--- config.mk ---
export PLATFORM = sky130hd
export DESIGN_NAME = rbrm_top
export DESIGN_NICKNAME = d
export VERILOG_FILES = /design/src/hdl/rbrm_pkg.sv /design/src/hdl/rbrm_top.sv /design/src/hdl/rbrm_page_link.sv
export SDC_FILE = /design/constraint.sdc
export NUM_CORES = 1
export LEC_CHECK = 0
export BUFFER_PORTS_ARGS = -buffer_cell sky130_fd_sc_hd__buf_2
export CORE_UTILIZATION = 55
export CTS_CLUSTER_DIAMETER = 60
export DETAILED_ROUTE_END_ITERATION = 7
export HOLD_SLACK_MARGIN = 0.15
export PLACE_DENSITY = 0.78
export SYNTH_ARGS = -nofsm -noshare
export SYNTH_HDL_FRONTEND = slang
export SYNTH_SLANG_ARGS = --single-unit
--- constraint.sdc ---
create_clock -name core_clk_i -period 8.63 [get_ports core_clk_i]
set_input_delay 0.4315 -clock core_clk_i [delete_from_list [all_inputs] [get_ports core_clk_i]]
set_output_delay 0.4315 -clock core_clk_i [all_outputs]
set_load 0.01 [all_outputs]
--- src/hdl/rbrm_pkg.sv ---
// package: register map, field layout and types of the receive buffer ring manager
package rbrm_pkg;

  // ----------------------------------------------------------------
  // register indices on the plain register port
  // ----------------------------------------------------------------
  localparam logic [3:0] REG_COMMAND = 4'h0;
  localparam logic [3:0] REG_RING_FIRST = 4'h1;
  localparam logic [3:0] REG_RING_LIMIT = 4'h2;
  localparam logic [3:0] REG_READ_PTR = 4'h3;
  localparam logic [3:0] REG_WRITE_PTR = 4'h4;
  localparam logic [3:0] REG_INT_STATUS = 4'h5;
  localparam logic [3:0] REG_RX_CONFIG = 4'h6;
  localparam logic [3:0] REG_TX_CONFIG = 4'h7;
  localparam logic [3:0] REG_MISSED = 4'h8;
  localparam logic [3:0] REG_RING_STATE = 4'h9;

  // ----------------------------------------------------------------
  // field positions
  // ----------------------------------------------------------------
  localparam int CMD_HALT_BIT = 0;
  localparam int CMD_START_BIT = 1;
  localparam int CMD_TX_REQUEST_BIT = 2;
  localparam int INT_OVERWRITE_BIT = 4;
  localparam int RXC_ACCEPT_ERR_BIT = 0;
  localparam int RXC_ACCEPT_RUNT_BIT = 1;
  localparam int TXC_LOOP_LO_BIT = 1;
  localparam int TXC_LOOP_HI_BIT = 2;
  localparam int RST_FULL_BIT = 0;
  localparam int RST_EMPTY_BIT = 1;
  localparam int RST_BUSY_BIT = 2;

  // ----------------------------------------------------------------
  // reset values and fixed figures
  // ----------------------------------------------------------------
  localparam logic [7:0] COMMAND_RESET = 8'h21;
  localparam logic [7:0] PAGE_RESET = 8'h01;
  localparam logic [7:0] LIMIT_RESET = 8'h02;
  localparam logic [7:0] BYTE_ZERO = 8'h00;
  localparam logic [7:0] HEADER_BYTES = 8'h04;
  localparam logic [7:0] PAGE_LAST_OFFSET = 8'hff;
  localparam logic [1:0] HDR_LAST_INDEX = 2'h3;
  localparam logic [1:0] HDR_STATUS = 2'h0;
  localparam logic [1:0] HDR_NEXT_PAGE = 2'h1;
  localparam logic [1:0] HDR_COUNT_LO = 2'h2;
  localparam logic [15:0] COUNT_ONE = 16'h0001;
  localparam logic [7:0] MISSED_ONE = 8'h01;
  localparam logic [7:0] MISSED_MAX = 8'hff;

  // ----------------------------------------------------------------
  // types
  // ----------------------------------------------------------------
  typedef enum logic [1:0] {
    ST_IDLE,
    ST_STORE,
    ST_DROP,
    ST_HEADER
  } rbrm_state_type;

  // end-of-frame verdict from the receive front end
  typedef struct packed {
    logic runt;
    logic crc_err;
    logic align_err;
    logic [7:0] status;
  } rbrm_frame_end_type;

  // one byte write into local buffer memory
  typedef struct packed {
    logic we;
    logic [15:0] addr;
    logic [7:0] data;
  } rbrm_mem_wr_type;

endpackage

--- src/hdl/rbrm_top.sv ---
// receive buffer ring manager: local receive dma page linking, header and recovery
`timescale 1ns/1ns
`default_nettype none

module rbrm_top (
  // clock, reset, enable
  input wire logic core_clk_i,
  input wire logic rst_n_i,
  input wire logic ce_i,
  // register port
  input wire logic [3:0] reg_addr_i,
  input wire logic [7:0] reg_wdata_i,
  input wire logic reg_wr_i,
  input wire logic reg_rd_i,
  output logic [7:0] reg_rdata_o,
  // receive byte stream from the front end
  input wire logic frm_start_i,
  input wire logic frm_byte_valid_i,
  input wire logic [7:0] frm_byte_i,
  input wire logic frm_end_i,
  input wire rbrm_pkg::rbrm_frame_end_type frm_verdict_i,
  // local buffer memory write port
  output rbrm_pkg::rbrm_mem_wr_type mem_wr_o,
  // ring status
  output logic ring_overwrite_warning_o
);

  // ----------------------------------------------------------------
  // registers and working state
  // ----------------------------------------------------------------
  logic [7:0] command_r;
  logic [7:0] ring_first_page_r;
  logic [7:0] ring_limit_page_r;
  logic [7:0] read_pointer_page_r;
  logic [7:0] write_pointer_page_r;
  logic [7:0] receive_configuration_r;
  logic [7:0] transmit_configuration_r;
  logic [7:0] missed_tally_r;
  logic ring_overwrite_warning_r;
  logic ring_full_r;
  rbrm_pkg::rbrm_state_type state_r;
  logic [7:0] cur_page_r;
  logic [7:0] offset_r;
  logic page_full_r;
  logic [15:0] byte_count_r;
  logic [7:0] next_frame_page_r;
  logic [7:0] frame_status_r;
  logic [1:0] hdr_index_r;

  logic halted;
  logic rx_active;
  logic [7:0] link_page;
  logic link_hits_read;
  logic start_ok;
  logic start_full;
  logic link_needed;
  logic link_abort;
  logic frame_reject;
  logic abort_event;
  logic wr_read_ptr;
  logic [7:0] store_page;
  logic [7:0] hdr_byte;
  logic [7:0] ring_state;

  // ----------------------------------------------------------------
  // page linking and receive gating
  // ----------------------------------------------------------------
  // one link calculator serves both reception and the header pointer
  rbrm_page_link u_link (
    .page_i(cur_page_r),
    .first_page_i(ring_first_page_r),
    .limit_page_i(ring_limit_page_r),
    .read_page_i(read_pointer_page_r),
    .next_page_o(link_page),
    .hits_read_o(link_hits_read)
  );

  // receive needs start, no halt and both loopback bits clear
  assign halted = command_r[rbrm_pkg::CMD_HALT_BIT];
  assign rx_active = !halted && command_r[rbrm_pkg::CMD_START_BIT] &&
    !transmit_configuration_r[rbrm_pkg::TXC_LOOP_LO_BIT] &&
    !transmit_configuration_r[rbrm_pkg::TXC_LOOP_HI_BIT];
  assign start_ok = (state_r == rbrm_pkg::ST_IDLE) && frm_start_i && rx_active;
  assign start_full = start_ok && ring_full_r;
  assign link_needed = (state_r == rbrm_pkg::ST_STORE) && frm_byte_valid_i && page_full_r;
  assign link_abort = link_needed && link_hits_read;
  assign abort_event = start_full || link_abort;
  assign frame_reject = (frm_verdict_i.runt && !receive_configuration_r[rbrm_pkg::RXC_ACCEPT_RUNT_BIT]) ||
    ((frm_verdict_i.crc_err || frm_verdict_i.align_err) &&
     !receive_configuration_r[rbrm_pkg::RXC_ACCEPT_ERR_BIT]);
  assign wr_read_ptr = reg_wr_i && (reg_addr_i == rbrm_pkg::REG_READ_PTR);
  // a freshly linked page takes the byte that overflowed the old one
  assign store_page = page_full_r ? link_page : cur_page_r;

  // ----------------------------------------------------------------
  // software registers
  // ----------------------------------------------------------------
  // plain storage; the write pointer is owned by the dma process
  always_ff @(posedge core_clk_i) begin
    if (!rst_n_i) begin
      command_r <= rbrm_pkg::COMMAND_RESET;
      ring_first_page_r <= rbrm_pkg::PAGE_RESET;
      ring_limit_page_r <= rbrm_pkg::LIMIT_RESET;
      read_pointer_page_r <= rbrm_pkg::PAGE_RESET;
      receive_configuration_r <= rbrm_pkg::BYTE_ZERO;
      transmit_configuration_r <= rbrm_pkg::BYTE_ZERO;
    end else if (ce_i && reg_wr_i) begin
      if (reg_addr_i == rbrm_pkg::REG_COMMAND) begin
        command_r <= reg_wdata_i;
      end else if (reg_addr_i == rbrm_pkg::REG_RING_FIRST) begin
        ring_first_page_r <= reg_wdata_i;
      end else if (reg_addr_i == rbrm_pkg::REG_RING_LIMIT) begin
        ring_limit_page_r <= reg_wdata_i;
      end else if (reg_addr_i == rbrm_pkg::REG_READ_PTR) begin
        read_pointer_page_r <= reg_wdata_i;
      end else if (reg_addr_i == rbrm_pkg::REG_RX_CONFIG) begin
        receive_configuration_r <= reg_wdata_i;
      end else if (reg_addr_i == rbrm_pkg::REG_TX_CONFIG) begin
        transmit_configuration_r <= reg_wdata_i;
      end
    end
  end

  // ----------------------------------------------------------------
  // overwrite warning and missed tally
  // ----------------------------------------------------------------
  // write one to clear; a new overflow in the same cycle wins
  always_ff @(posedge core_clk_i) begin
    if (!rst_n_i) begin
      ring_overwrite_warning_r <= 1'b0;
    end else if (ce_i) begin
      if (abort_event) begin
        ring_overwrite_warning_r <= 1'b1;
      end else if (reg_wr_i && (reg_addr_i == rbrm_pkg::REG_INT_STATUS) &&
                   reg_wdata_i[rbrm_pkg::INT_OVERWRITE_BIT]) begin
        ring_overwrite_warning_r <= 1'b0;
      end
    end
  end

  // saturates rather than wraps so a flood stays visible
  always_ff @(posedge core_clk_i) begin
    if (!rst_n_i) begin
      missed_tally_r <= rbrm_pkg::BYTE_ZERO;
    end else if (ce_i && !halted && abort_event && (missed_tally_r != rbrm_pkg::MISSED_MAX)) begin
      missed_tally_r <= missed_tally_r + rbrm_pkg::MISSED_ONE;
    end
  end

  // ----------------------------------------------------------------
  // receive dma sequencer
  // ----------------------------------------------------------------
  always_ff @(posedge core_clk_i) begin
    if (!rst_n_i) begin
      state_r <= rbrm_pkg::ST_IDLE;
      cur_page_r <= rbrm_pkg::PAGE_RESET;
      offset_r <= rbrm_pkg::BYTE_ZERO;
      page_full_r <= 1'b0;
      byte_count_r <= 16'h0000;
      next_frame_page_r <= rbrm_pkg::PAGE_RESET;
      frame_status_r <= rbrm_pkg::BYTE_ZERO;
      hdr_index_r <= rbrm_pkg::HDR_STATUS;
      write_pointer_page_r <= rbrm_pkg::PAGE_RESET;
      ring_full_r <= 1'b0;
    end else if (ce_i) begin
      // software may reposition the pointers; a read pointer write clears ring full
      if (reg_wr_i && (reg_addr_i == rbrm_pkg::REG_WRITE_PTR)) begin
        write_pointer_page_r <= reg_wdata_i;
      end
      if (wr_read_ptr) begin
        ring_full_r <= 1'b0;
      end
      case (state_r)
        rbrm_pkg::ST_IDLE: begin
          if (start_full) begin
            state_r <= rbrm_pkg::ST_DROP;
          end else if (start_ok) begin
            state_r <= rbrm_pkg::ST_STORE;
            cur_page_r <= write_pointer_page_r;
            offset_r <= rbrm_pkg::HEADER_BYTES;
            page_full_r <= 1'b0;
            byte_count_r <= 16'h0000;
          end
        end
        rbrm_pkg::ST_STORE: begin
          if (frm_end_i) begin
            if (frame_reject) begin
              state_r <= rbrm_pkg::ST_IDLE;
            end else begin
              next_frame_page_r <= link_page;
              frame_status_r <= frm_verdict_i.status;
              hdr_index_r <= rbrm_pkg::HDR_STATUS;
              state_r <= rbrm_pkg::ST_HEADER;
            end
          end else if (link_abort) begin
            state_r <= rbrm_pkg::ST_DROP;
          end else if (frm_byte_valid_i) begin
            // every byte, the trailing crc included, lands in the ring
            if (page_full_r) begin
              cur_page_r <= link_page;
            end
            page_full_r <= (offset_r == rbrm_pkg::PAGE_LAST_OFFSET);
            offset_r <= offset_r + 8'h01;
            byte_count_r <= byte_count_r + rbrm_pkg::COUNT_ONE;
          end
        end
        rbrm_pkg::ST_DROP: begin
          if (frm_end_i) begin
            state_r <= rbrm_pkg::ST_IDLE;
          end
        end
        rbrm_pkg::ST_HEADER: begin
          hdr_index_r <= hdr_index_r + 2'h1;
          if (hdr_index_r == rbrm_pkg::HDR_LAST_INDEX) begin
            // remainder of the last page is abandoned
            write_pointer_page_r <= next_frame_page_r;
            ring_full_r <= (next_frame_page_r == read_pointer_page_r) && !wr_read_ptr;
            state_r <= rbrm_pkg::ST_IDLE;
          end
        end
        default: begin
          state_r <= rbrm_pkg::ST_IDLE;
        end
      endcase
    end
  end

  // ----------------------------------------------------------------
  // buffer memory writes
  // ----------------------------------------------------------------
  always_comb begin
    if (hdr_index_r == rbrm_pkg::HDR_STATUS) begin
      hdr_byte = frame_status_r;
    end else if (hdr_index_r == rbrm_pkg::HDR_NEXT_PAGE) begin
      hdr_byte = next_frame_page_r;
    end else if (hdr_index_r == rbrm_pkg::HDR_COUNT_LO) begin
      hdr_byte = byte_count_r[7:0];
    end else begin
      hdr_byte = byte_count_r[15:8];
    end
  end

  // the header rewinds to the write pointer page, offsets zero to three
  always_ff @(posedge core_clk_i) begin
    if (!rst_n_i) begin
      mem_wr_o <= '0;
    end else if (ce_i) begin
      if (state_r == rbrm_pkg::ST_HEADER) begin
        mem_wr_o.we <= 1'b1;
        mem_wr_o.addr <= {write_pointer_page_r, 6'h00, hdr_index_r};
        mem_wr_o.data <= hdr_byte;
      end else if ((state_r == rbrm_pkg::ST_STORE) && frm_byte_valid_i && !frm_end_i && !link_abort) begin
        mem_wr_o.we <= 1'b1;
        mem_wr_o.addr <= {store_page, offset_r};
        mem_wr_o.data <= frm_byte_i;
      end else begin
        mem_wr_o.we <= 1'b0;
      end
    end
  end

  // ----------------------------------------------------------------
  // read data and status output
  // ----------------------------------------------------------------
  assign ring_state = {5'h00, (state_r != rbrm_pkg::ST_IDLE),
    (write_pointer_page_r == read_pointer_page_r) && !ring_full_r, ring_full_r};

  // read data stands only in the cycle after the strobe; unmapped reads zero
  always_ff @(posedge core_clk_i) begin
    if (!rst_n_i) begin
      reg_rdata_o <= rbrm_pkg::BYTE_ZERO;
      ring_overwrite_warning_o <= 1'b0;
    end else if (ce_i) begin
      ring_overwrite_warning_o <= ring_overwrite_warning_r;
      if (!reg_rd_i) begin
        reg_rdata_o <= rbrm_pkg::BYTE_ZERO;
      end else if (reg_addr_i == rbrm_pkg::REG_COMMAND) begin
        reg_rdata_o <= command_r;
      end else if (reg_addr_i == rbrm_pkg::REG_RING_FIRST) begin
        reg_rdata_o <= ring_first_page_r;
      end else if (reg_addr_i == rbrm_pkg::REG_RING_LIMIT) begin
        reg_rdata_o <= ring_limit_page_r;
      end else if (reg_addr_i == rbrm_pkg::REG_READ_PTR) begin
        reg_rdata_o <= read_pointer_page_r;
      end else if (reg_addr_i == rbrm_pkg::REG_WRITE_PTR) begin
        reg_rdata_o <= write_pointer_page_r;
      end else if (reg_addr_i == rbrm_pkg::REG_INT_STATUS) begin
        reg_rdata_o <= {3'h0, ring_overwrite_warning_r, 4'h0};
      end else if (reg_addr_i == rbrm_pkg::REG_RX_CONFIG) begin
        reg_rdata_o <= receive_configuration_r;
      end else if (reg_addr_i == rbrm_pkg::REG_TX_CONFIG) begin
        reg_rdata_o <= transmit_configuration_r;
      end else if (reg_addr_i == rbrm_pkg::REG_MISSED) begin
        reg_rdata_o <= missed_tally_r;
      end else if (reg_addr_i == rbrm_pkg::REG_RING_STATE) begin
        reg_rdata_o <= ring_state;
      end else begin
        reg_rdata_o <= rbrm_pkg::BYTE_ZERO;
      end
    end
  end
endmodule
`default_nettype wire

--- src/hdl/rbrm_page_link.sv ---
// page link calculator: next ring page with stop-to-start wrap and read pointer check
`timescale 1ns/1ns
`default_nettype none

module rbrm_page_link (
  // page in use and ring bounds
  input wire logic [7:0] page_i,
  input wire logic [7:0] first_page_i,
  input wire logic [7:0] limit_page_i,
  input wire logic [7:0] read_page_i,
  // linked page and its collision with unread data
  output logic [7:0] next_page_o,
  output logic hits_read_o
);

  logic [7:0] plus_one;

  // wrap first, then test the wrapped page against the read pointer
  always_comb begin
    plus_one = page_i + 8'h01;
    if (plus_one == limit_page_i) begin
      next_page_o = first_page_i;
    end else begin
      next_page_o = plus_one;
    end
    hits_read_o = (next_page_o == read_page_i);
  end

endmodule
`default_nettype wire

After elaboration in Yosys (flattened, before gate mapping)
Index checks and enable logic that the tools add are counted.

word-level totals
  register bits = 153
  output and inout bits = 34
  word-level logic and storage cells = 183

cells by class
  add/subtract/negate cells = 5
  eq/ne operators = 32
  muxes and demuxes = 62
  bitwise operators = 6
  reduce and logical (&&, ||, !) cells = 55

operators by type and width
  kind                     count
  $mux W8                  28
  $mux W16                 5
  $eq A8 B8 Y1             4
  $pmux W16 S2             1
  $pmux W8 S2              2
  $mux W25                 1
  $add A8 B1 Y8 const B    3
  $mux W24                 1
  $logic_and A1 B1 Y1      23
  $mux W2                  9
  $ne A2 B2 Y1 const B     9
  $add A16 B1 Y16 const B  1
  $eq A4 B3 Y1 const B     4
  $reduce_and A7 Y1        2
  $reduce_and A4 Y1        3
  $mux W1                  11
  $reduce_and A5 Y1        2
  $reduce_bool A2 Y1       5
  $logic_not A1 Y1         9
  $eq A2 B2 Y1 const B     4
  $eq A4 B2 Y1 const B     2
  $eq A4 B4 Y1 const B     2
  $eq A8 B8 Y1 const B     1
  $ne A8 B8 Y1 const B     1
  15 further kinds         27

Depth between registers and ports, before layout
Gate-level depths: netlist (run 1).

  word-level depth = 13
  gate-level depth with buffers = 13

Modules after synthesis
Synthesis (run 1) repeated with hierarchy kept, for this count alone.

second synthesis, totals
  cells, all modules = 1,006
  area total of the unflattened synthesis = 8,232.9 um2

modules (own cells, without submodules)
  module          instances  cells an instance  area an instance (um2)  sequential area each (um2)
  rbrm_top        1          943                7,702.4                 3,062.9
  rbrm_page_link  1          63                 530.5                   0.0

Worst setup path after synthesis (run 1)
Ideal clock, no wire load.

  kind = reg-to-reg
  from = register cur_page_r[0]
  to = register mem_wr_o[10] (netlist bit)
  data arrival time = 3.610 ns
  data required time = 8.558 ns
  path slack = 4.949 ns
  cell stages (with the launch flop) = 14
  clock period less this slack = 3.681 ns
  cell sequence = dfxtp_1 > ha_1 > nand2_1 > nor4_1 > nor4_4 > and4_4 > a311oi_1 > xor2_1 > a2111o_1 > or4_1 > buf_2 > a32oi_4 > buf_8 > mux2i_1

on the way
  word-level cells in the longest chain between the ends = 9

ends and longest elaborated chain
  item                              line                  RTL
  start: declaration                rbrm_top.sv:42        logic [7:0] cur_page_r;
  start signal: assignment          rbrm_top.sv:156       cur_page_r <= rbrm_pkg::PAGE_RESET;
  start signal: assignment          rbrm_top.sv:179       cur_page_r <= write_pointer_page_r;
  start signal: assignment          rbrm_top.sv:200       cur_page_r <= link_page;
  $add A8 B1 Y8 (*)                 rbrm_page_link.sv:20  plus_one = page_i + 8'h01;
  $eq A8 B8 Y1                      rbrm_page_link.sv:21  if (plus_one == limit_page_i) begin
  $mux W8 (*)                       rbrm_page_link.sv:21
  $eq A8 B8 Y1 (*)                  rbrm_page_link.sv:26  hits_read_o = (next_page_o == read_page_i);
  $logic_and A1 B1 Y1 (*)           rbrm_top.sv:86        assign link_abort = link_needed && link_hits_read;
  $logic_not A1 Y1 (*)              rbrm_top.sv:252       end else if ((state_r == rbrm_pkg::ST_STORE) && frm_byte_valid_i && !frm_end_i && !link_abort) begin
  $logic_and A1 B1 Y1 (*)           rbrm_top.sv:252
  $reduce_bool A2 Y1 (no line) (*)  --
  $reduce_and A2 Y1 (no line) (*)   --
  end: declaration                  rbrm_top.sv:23        output rbrm_pkg::rbrm_mem_wr_type mem_wr_o,

Mark *: on every way between the ends. The rest lies on a longest branch, timed or not.
A chain may end at the register's enable or synchronous reset.

Worst setup path in the final report (run 1)
  from = register cur_page_r[0]
  to = register mem_wr_o[11] (netlist bit)

Same word-level chain as after synthesis.

==> out/metrics.yaml, run 1 <==
run_status: "finished, final reports clean"
numCtsBuffers: 17
avgSynthCellArea_um2: 8.05
path_clk_slew_ns: 0.06
reg.largest.list: "mem_wr_o: 25 flops, byte_count_r: 16 flops"
cp.arrival_ns: 5.19
synth-seq-cells: 153
grtUsageMet2_pct: 46.5
r2r_start: "cur_page_r[0]"
power.density_nw_per_um2: 164
drt-total-wl_um: 23900
finalNetCount: 1115
crit_required_ns: 8.98
synth-seq-area-share_pct: 36.3
yosys.area.top_type: "dfxtp_1"
seq_area_um2: 3060
cts_setup_buffers: 0
io_pins: 73
critPathLaunch: "cur_page_r[0]"
final_common_cell: "nand2_1"
tns_ns: 0
core.rowCount: 44
drive_gt1_share_pct: 12.6
syn2layout_area_growth_pct: 11.0
regMostFlops: "mem_wr_o"
overflow: 0
die_w_um: 126
leakagePower_nw: 3.51
syn_inst: 1049
first_pass_iters: 6
period_share_pct: 56.1
layout_common_cells: "nand2_1, dfxtp_1, a21oi_1, nor2_1, buf_2"
vias: 7979
period_minus_slack_ns: 4.84
antenna_found_initial: 0
worst_pin_slew_ns: 1.17
hold_viol: 0
ant_nets: 0
grt_pass1_vias: 7184
viasPerCell: 6.31
h-tree-depth: 4
use_met1_pct: 41.6
largest_register_ffs: 25
drtIter0Drc: 917
ctsHoldBuffers: 0
clockBufferDepth: 2
place.gp.congestion: 0.940
maxSlewViolCount: 0
ys_async_sr_fraction_pct: 0
drc: 0
fillCellCount: 1290
grt_most_used_layer: "met2"
postCtsResizedCells: 0
final-setup-viol-count: 0
clk_latency_ns: 0.42
grt_pass1_wl_um: 38200
die_h_um: 126
yosys_warnings: 0
synth-edff-count: 0
cts_tree: "done"
grtUsageTotal_pct: 30.5
fin_util_pct: 63.5
slew_headroom_pct: 21.9
critPathCaptureType: "register"
syn_nets: 1096
cp-start-kind: "register"
max_freq_ghz: 0.207
finClkSkew_ns: 0.0104
synth_top_area_share_pct: 36.3
worst-setup-path-type: "reg -> reg"
maxCapViolations: 0
synth_ff_type: "dfxtp_1"
crit_fanout: 14
rsz0062_at_grt: "no"
start_util_pct: 57.2
synth_area_um2: 8440
hp-class: "in -> reg"
multi_input_area_um2: 5020
die_area_um2: 15900
place_hpwl_um: 16400
reg2regPathDepth: 12
r2r_end: "mem_wr_o[11]"
grt_max_degree: 92
synth_cell_types: 70
cts.sinks: 153
wire_per_inst_um: 18.9
setup.worst_path.end: "mem_wr_o[11]"
clock-root-buffer: "clkbuf_16"
rrSetupSlack_ns: 3.79
synth_area_leaders: "dfxtp_1, mux2i_1, nand2_1, a21oi_1, nor2_1"
io_buffers: 72
core_area_um2: 14800
grt_util_met3_pct: 7.48
ir_drop_mv: 0.148
diodes: 0
## through the flow
stage | worst slack, ns | power (mW) | instance area [µm²] | hold WS, ns | std cells
floorplan | 4.95 | 0.774 | 8440 | 0.433 | 1049
global placement | 3.98 | 0.803 | 8790 | 0.441 | 1233
detailed placement | 3.84 | 0.803 | 8790 | 0.447 | 1233
CTS | 3.82 | 1.54 | 9370 | 0.239 | 1265
global route | 3.46 | 1.58 | 9370 | 0.249 | 1265
finish | 3.79 | 1.54 | 9370 | 0.247 | 1265
## logic make-up after synthesis
group / Yosys count / synth area share (%)
XOR/XNOR: 38 / 4.27
AND/OR/NAND/NOR: 407 / 22.9
multiplexers: 80 / 10.3
adder cells (fa/ha/maj): 8 / 1.19
buffers and inverters: 94 / 4.55
AO/OA/AOI/OAI: 269 / 20.5
flip-flops: 153 / 36.3
## cell type report
cell class	instances	area share, %
Clock inverter	9	1.21
Timing Repair Buffer	82	4.65
Clock buffer	23	4.99
Multi-Input combinational cell	802	53.5
Sequential cell	153	32.7
Inverter	12	0.481
Tap cell	184	2.46
## how the worst min path moves through the flow
stage                       from           endpoint  slack, ns  cells past startpoint
2_1_floorplan       command_r[3]       command_r[3]       0.43                      2
3_3_place_gp        mem_wr_o[21]       mem_wr_o[21]       0.44                      2
3_5_place_dp   frame_status_r[1]  frame_status_r[1]       0.45                      2
4_1_cts         frm_verdict_i[4]  frame_status_r[4]       0.24                      3
5_1_grt         frm_verdict_i[2]  frame_status_r[2]       0.25                      3
6_report        frm_verdict_i[4]  frame_status_r[4]       0.25                      3
## cell usage after synthesis, drive strengths merged (3+ instances only)
master   count
nor2b        7
o22ai        4
nand4       16
nand2b       6
mux2i       67
nand3       41
a32oi        7
and2         7
o211ai      26
dfxtp      153
o2111ai      5
a21oi      103
nor2        84
and3        20
mux2         8
nand4b      10
o21a         4
o311ai      15
clkbuf      71
o31ai       10
o21ai       44
nor3        24
a211oi       9
ha           8
nand3b       8
xor2        10
mux4         5
inv         12
xnor2       26
or4          5
a221oi       5
a22oi        7
nand2      164
buf         11
a31oi        7
nor4        10
o31a         3
## metal layers
layer / vias up / share of wire, %
met3: 47 / 9.3
met2: 373 / 45
li1: 3855 / -
met5: - / 0
met1: 3704 / 43
met4: 0 / 2.4
## worst max-delay path, cell delays in order, from the launching register on
cell      delay (ns)
dfxtp_1         0.46
ha_1            0.33
nand3_1         0.17
xnor2_1         0.21
nor4_4          0.32
a41oi_1         0.15
a311oi_1        0.52
xor2_1          0.14
a2111o_1        0.46
or4_1           0.71
a32oi_4         0.69
buf_4           0.38
mux2i_1         0.22
## report_power, final
group | leakage [nW] | internal [mW] | switching [mW] | total [mW]
clock network | 0.287 | 0.444 | 0.301 | 0.746
registers | 1.23 | 0.709 | 0.00333 | 0.712
logic | 1.99 | 0.0234 | 0.0544 | 0.0779
Power figures use the tool's default switching activity.
==> inputs of run 2 (changes only) <==
--- a/config.mk
+++ b/config.mk
@@ -5,12 +5,13 @@
 export SDC_FILE = /design/constraint.sdc
 export NUM_CORES = 1
 export LEC_CHECK = 0
+export ABC_AREA = 1
 export BUFFER_PORTS_ARGS = -buffer_cell sky130_fd_sc_hd__buf_2
 export CORE_UTILIZATION = 55
 export CTS_CLUSTER_DIAMETER = 60
 export DETAILED_ROUTE_END_ITERATION = 7
 export HOLD_SLACK_MARGIN = 0.15
-export PLACE_DENSITY = 0.78
+export PLACE_DENSITY = 0.81
 export SYNTH_ARGS = -nofsm -noshare
 export SYNTH_HDL_FRONTEND = slang
 export SYNTH_SLANG_ARGS = --single-unit
==> constraint.sdc (replaced) <==
create_clock -name core_clk_i -period 4.3 [get_ports core_clk_i]
set_input_delay 0.215 -clock core_clk_i [delete_from_list [all_inputs] [get_ports core_clk_i]]
set_output_delay 0.215 -clock core_clk_i [all_outputs]
set_load 0.01 [all_outputs]
==> run 2 against run 1 <==
Cell area rose by 4.8%. Critical path depth rose by 12. Area after synthesis rose by 2.8%. Die area rose by 2.8%. Non-clock buffer count rose by 16. Worst hold slack got worse by 0.099 ns. Sequential power rose by 110%. Utilization rose by 0.62 points. Largest cell class unchanged. Largest power group unchanged. Highest routed layer unchanged.
==> out/metrics.yaml, run 2 <==
syn_inst: 1330  # +27%
r2r_end: "mem_wr_o[8]"
synth_common_cells: "nand2_1, dfxtp_1, nor2_1"
worst_pin_slew_ns: 1.14  # -0.0255 ns
grtUsageTotal_pct: 33.6  # +3.1 points
syn2layout_area_growth_pct: 13.1
synth_area_leaders: "dfxtp_1, nand2_1, a21oi_1, o21ai_0, nor2_1"
yosys.area.top_type: "dfxtp_1"
final_common_cell: "nand2_1"
worst-setup-path-type: "reg -> reg"
maxSlewViolCount: 0  # unchanged
drt-total-wl_um: 26600  # +12%
overflow: 0  # unchanged
maxCapViolations: 0  # unchanged
whs_ns: 0.148  # -0.0987 ns
slew_headroom_pct: 23.7  # +1.8 points
path_clk_slew_ns: 0.07  # about the same
avgSynthCellArea_um2: 6.53  # -19%
ys_async_sr_fraction_pct: 0  # unchanged
ctsHoldBuffers: 12  # +12
numCtsBuffers: 17  # unchanged
viasPerCell: 5.77  # -8.5%
io_buffers: 72  # unchanged
synth_ff_type: "dfxtp_1"
drive_gt1_share_pct: 10.7  # -1.9 points
period_share_pct: 84.2  # +28 points
max_freq_ghz: 0.276  # +34%
synth-seq-cells: 153  # unchanged
place_hpwl_um: 18500  # +13%
largest_register_ffs: 25  # unchanged
critPathCaptureType: "register"
wire_per_inst_um: 16.6  # -12%
final-setup-viol-count: 0  # unchanged
rrSetupSlack_ns: 0.68  # -3.11 ns
hp-start: "frm_byte_i[6]"
cts_setup_buffers: 0  # unchanged
reg2regPathDepth: 24  # +12
start_util_pct: 56.7  # -0.55 points
syn_nets: 1377  # +26%
synth-seq-area-share_pct: 35.3  # -0.99 points
cp-start-kind: "register"
reg.largest.list: "mem_wr_o: 25 flops, byte_count_r: 16 flops"
first_pass_iters: 6  # unchanged
h-tree-depth: 4  # unchanged
postCtsResizedCells: 0  # unchanged
cp_common_cell: "nand2_1"
core.rowCount: 45  # +2.3%
die_h_um: 128  # +1.4%
place.gp.congestion: 0.992  # +5.5%
clockBufferDepth: 2  # unchanged
clk_latency_ns: 0.44  # +0.02 ns
rsz0062_at_grt: "no"
synth-edff-count: 0  # unchanged
core_area_um2: 15300  # +3.8%
hold_path_end: "mem_wr_o[6]"
cts.sinks: 153  # unchanged
antenna_found_initial: 0  # unchanged
leakagePower_nw: 4.09  # +17%
grt_max_degree: 94  # +2.2%
critPathSlowestCell: "dfxtp_1"
ant_nets: 0  # unchanged
grt_pass1_vias: 8476  # +18%
ir_drop_mv: 0.306  # +110%
drc: 0  # unchanged
period_minus_slack_ns: 3.62  # -1.22 ns
grt_pass1_wl_um: 43000  # +13%
layout_common_cells: "nand2_1, dfxtp_1, nor2_1, a21oi_1, o21ai_0"
drtIter0Drc: 974  # +6.2%
regMostFlops: "mem_wr_o"
cp.arrival_ns: 3.99  # -1.20 ns
path_cells: "ha_1, nand2_2, nor2_2, nand2_1, nand2_1, nand2_1, nand2_1, nand2_1, nor2_4, nand3_2, nand2_1, nand2_1, inv_1, nand2_1, nand2_1, nand2_1, nor2_1, nand3_1, nand2_1, nand2_2, buf_4, nand3_1, nand2_1, nor2_1"
run_status: "finished, final reports clean"
dpl_cell_area_um2: 9100  # +3.5%
yosys_warnings: 0  # unchanged
max_stage_delay_ns: 0.43  # -0.28 ns
die_w_um: 128  # +1.4%
power.density_nw_per_um2: 354  # +120%
hold_viol: 0  # unchanged
die_area_um2: 16300  # +2.8%
r2r_start: "cur_page_r[0]"
cts_tree: "done"
crit_required_ns: 4.67  # -4.31 ns
synth_area_um2: 8680  # +2.8%
diodes: 0  # unchanged
synth_most_common_cell: "nand2_1"
synth_cell_types: 40  # -43%
finalNetCount: 1429  # +28%
vias: 9270  # +16%
tns_ns: 0  # unchanged
synth_top_area_share_pct: 35.3  # -0.99 points
critical_path.top_delay_family: "simple AND/OR/NAND/NOR gates"
design_area_um2: 9820  # +4.8%
finClkSkew_ns: 0.00998  # -0.000448 ns
hp-class: "in -> reg"
clock-root-buffer: "clkbuf_16"
io_pins: 73  # unchanged
crit_fanout: 29  # +15
min_path_cells: 5  # +2
cp_num_buf_inv: 2  # +1
[run 2: changes by cell type in the layout (fill, tap and decap cells not counted), moves of 13 or more]
cell,previous run,this run
nand2_1,164,310
inv_1,11,124
o21ai_0,37,126
nor2_1,83,151
mux2i_1,67,0
nand4_1,16,59
a21oi_1,103,138
nand3_1,40,64
and3_1,20,1
xnor2_1,26,8
o311ai_0,15,1
o211ai_1,26,13
[run 2: area by class of cell]
cell class | instances | area [µm²]
Multi-Input combinational cell | 981 | 4820
Fill cell | 1437 | 5490
Tap cell | 211 | 264
Clock inverter | 14 | 163
Sequential cell | 153 | 3060
Inverter | 131 | 492
Timing Repair Buffer | 98 | 586
Clock buffer | 18 | 439
[run 2: cells by family after synthesis]
group,Yosys count,share of synthesized area [%]
compound gates,306,18.8
simple gates,638,32.5
flops,153,35.3
buf+inv,196,9.37
fa+ha+maj,8,1.15
xor+xnor,29,2.93
[run 2: how the worst max path moves through the flow]
| stage | start | to | slack, ns | cells past startpoint |
|---|---|---|---|---|
| floorplan | cur_page_r[0] | mem_wr_o[0] | 1.71 | 23 |
| global placement | cur_page_r[0] | mem_wr_o[21] | 0.87 | 24 |
| detailed placement | cur_page_r[0] | mem_wr_o[8] | 0.74 | 24 |
| CTS | cur_page_r[0] | mem_wr_o[8] | 0.71 | 24 |
| global route | cur_page_r[0] | mem_wr_o[0] | 0.23 | 24 |
| finish | cur_page_r[0] | mem_wr_o[8] | 0.68 | 24 |
[run 2: metal layers]
layer  GRT usage (%)  vias up  wire length (µm)
met1            44.6     4208             11400
met5               0        -                 0
li1                -     4541                 -
met3            7.33       73              2390
met4            13.5        0               858
met2            53.0      448             12000
[run 2: worst min-delay path, delay by kind of cell]
| family | cells | cell delay, ns |
|---|---|---|
| AOI/OAI and AO/OA | 1 | 0.07 |
| buffers and inverters | 1 | 0.08 |
| and+or+nand+nor | 3 | 0.20 |
[run 2: where the power goes]
| group | internal, mW | total (mW) | switching [mW] | leakage, nW |
|---|---|---|---|---|
| registers | 1.44 | 1.46 | 0.0214 | 1.23 |
| logic | 0.144 | 0.466 | 0.322 | 2.56 |
| clock network | 0.888 | 1.55 | 0.667 | 0.293 |
[run 2: through the flow]
step | setup slack (ns) | power, mW | std cells | util (%)
3_3_place_gp | 0.874 | 1.94 | 1562 | 59.4
2_1_floorplan | 1.71 | 1.82 | 1330 | -
6_report | 0.681 | 3.48 | 1606 | 64.1
3_5_place_dp | 0.737 | 1.94 | 1562 | 59.4
5_1_grt | 0.229 | 3.61 | 1606 | 64.1
4_1_cts | 0.706 | 3.47 | 1606 | 64.1
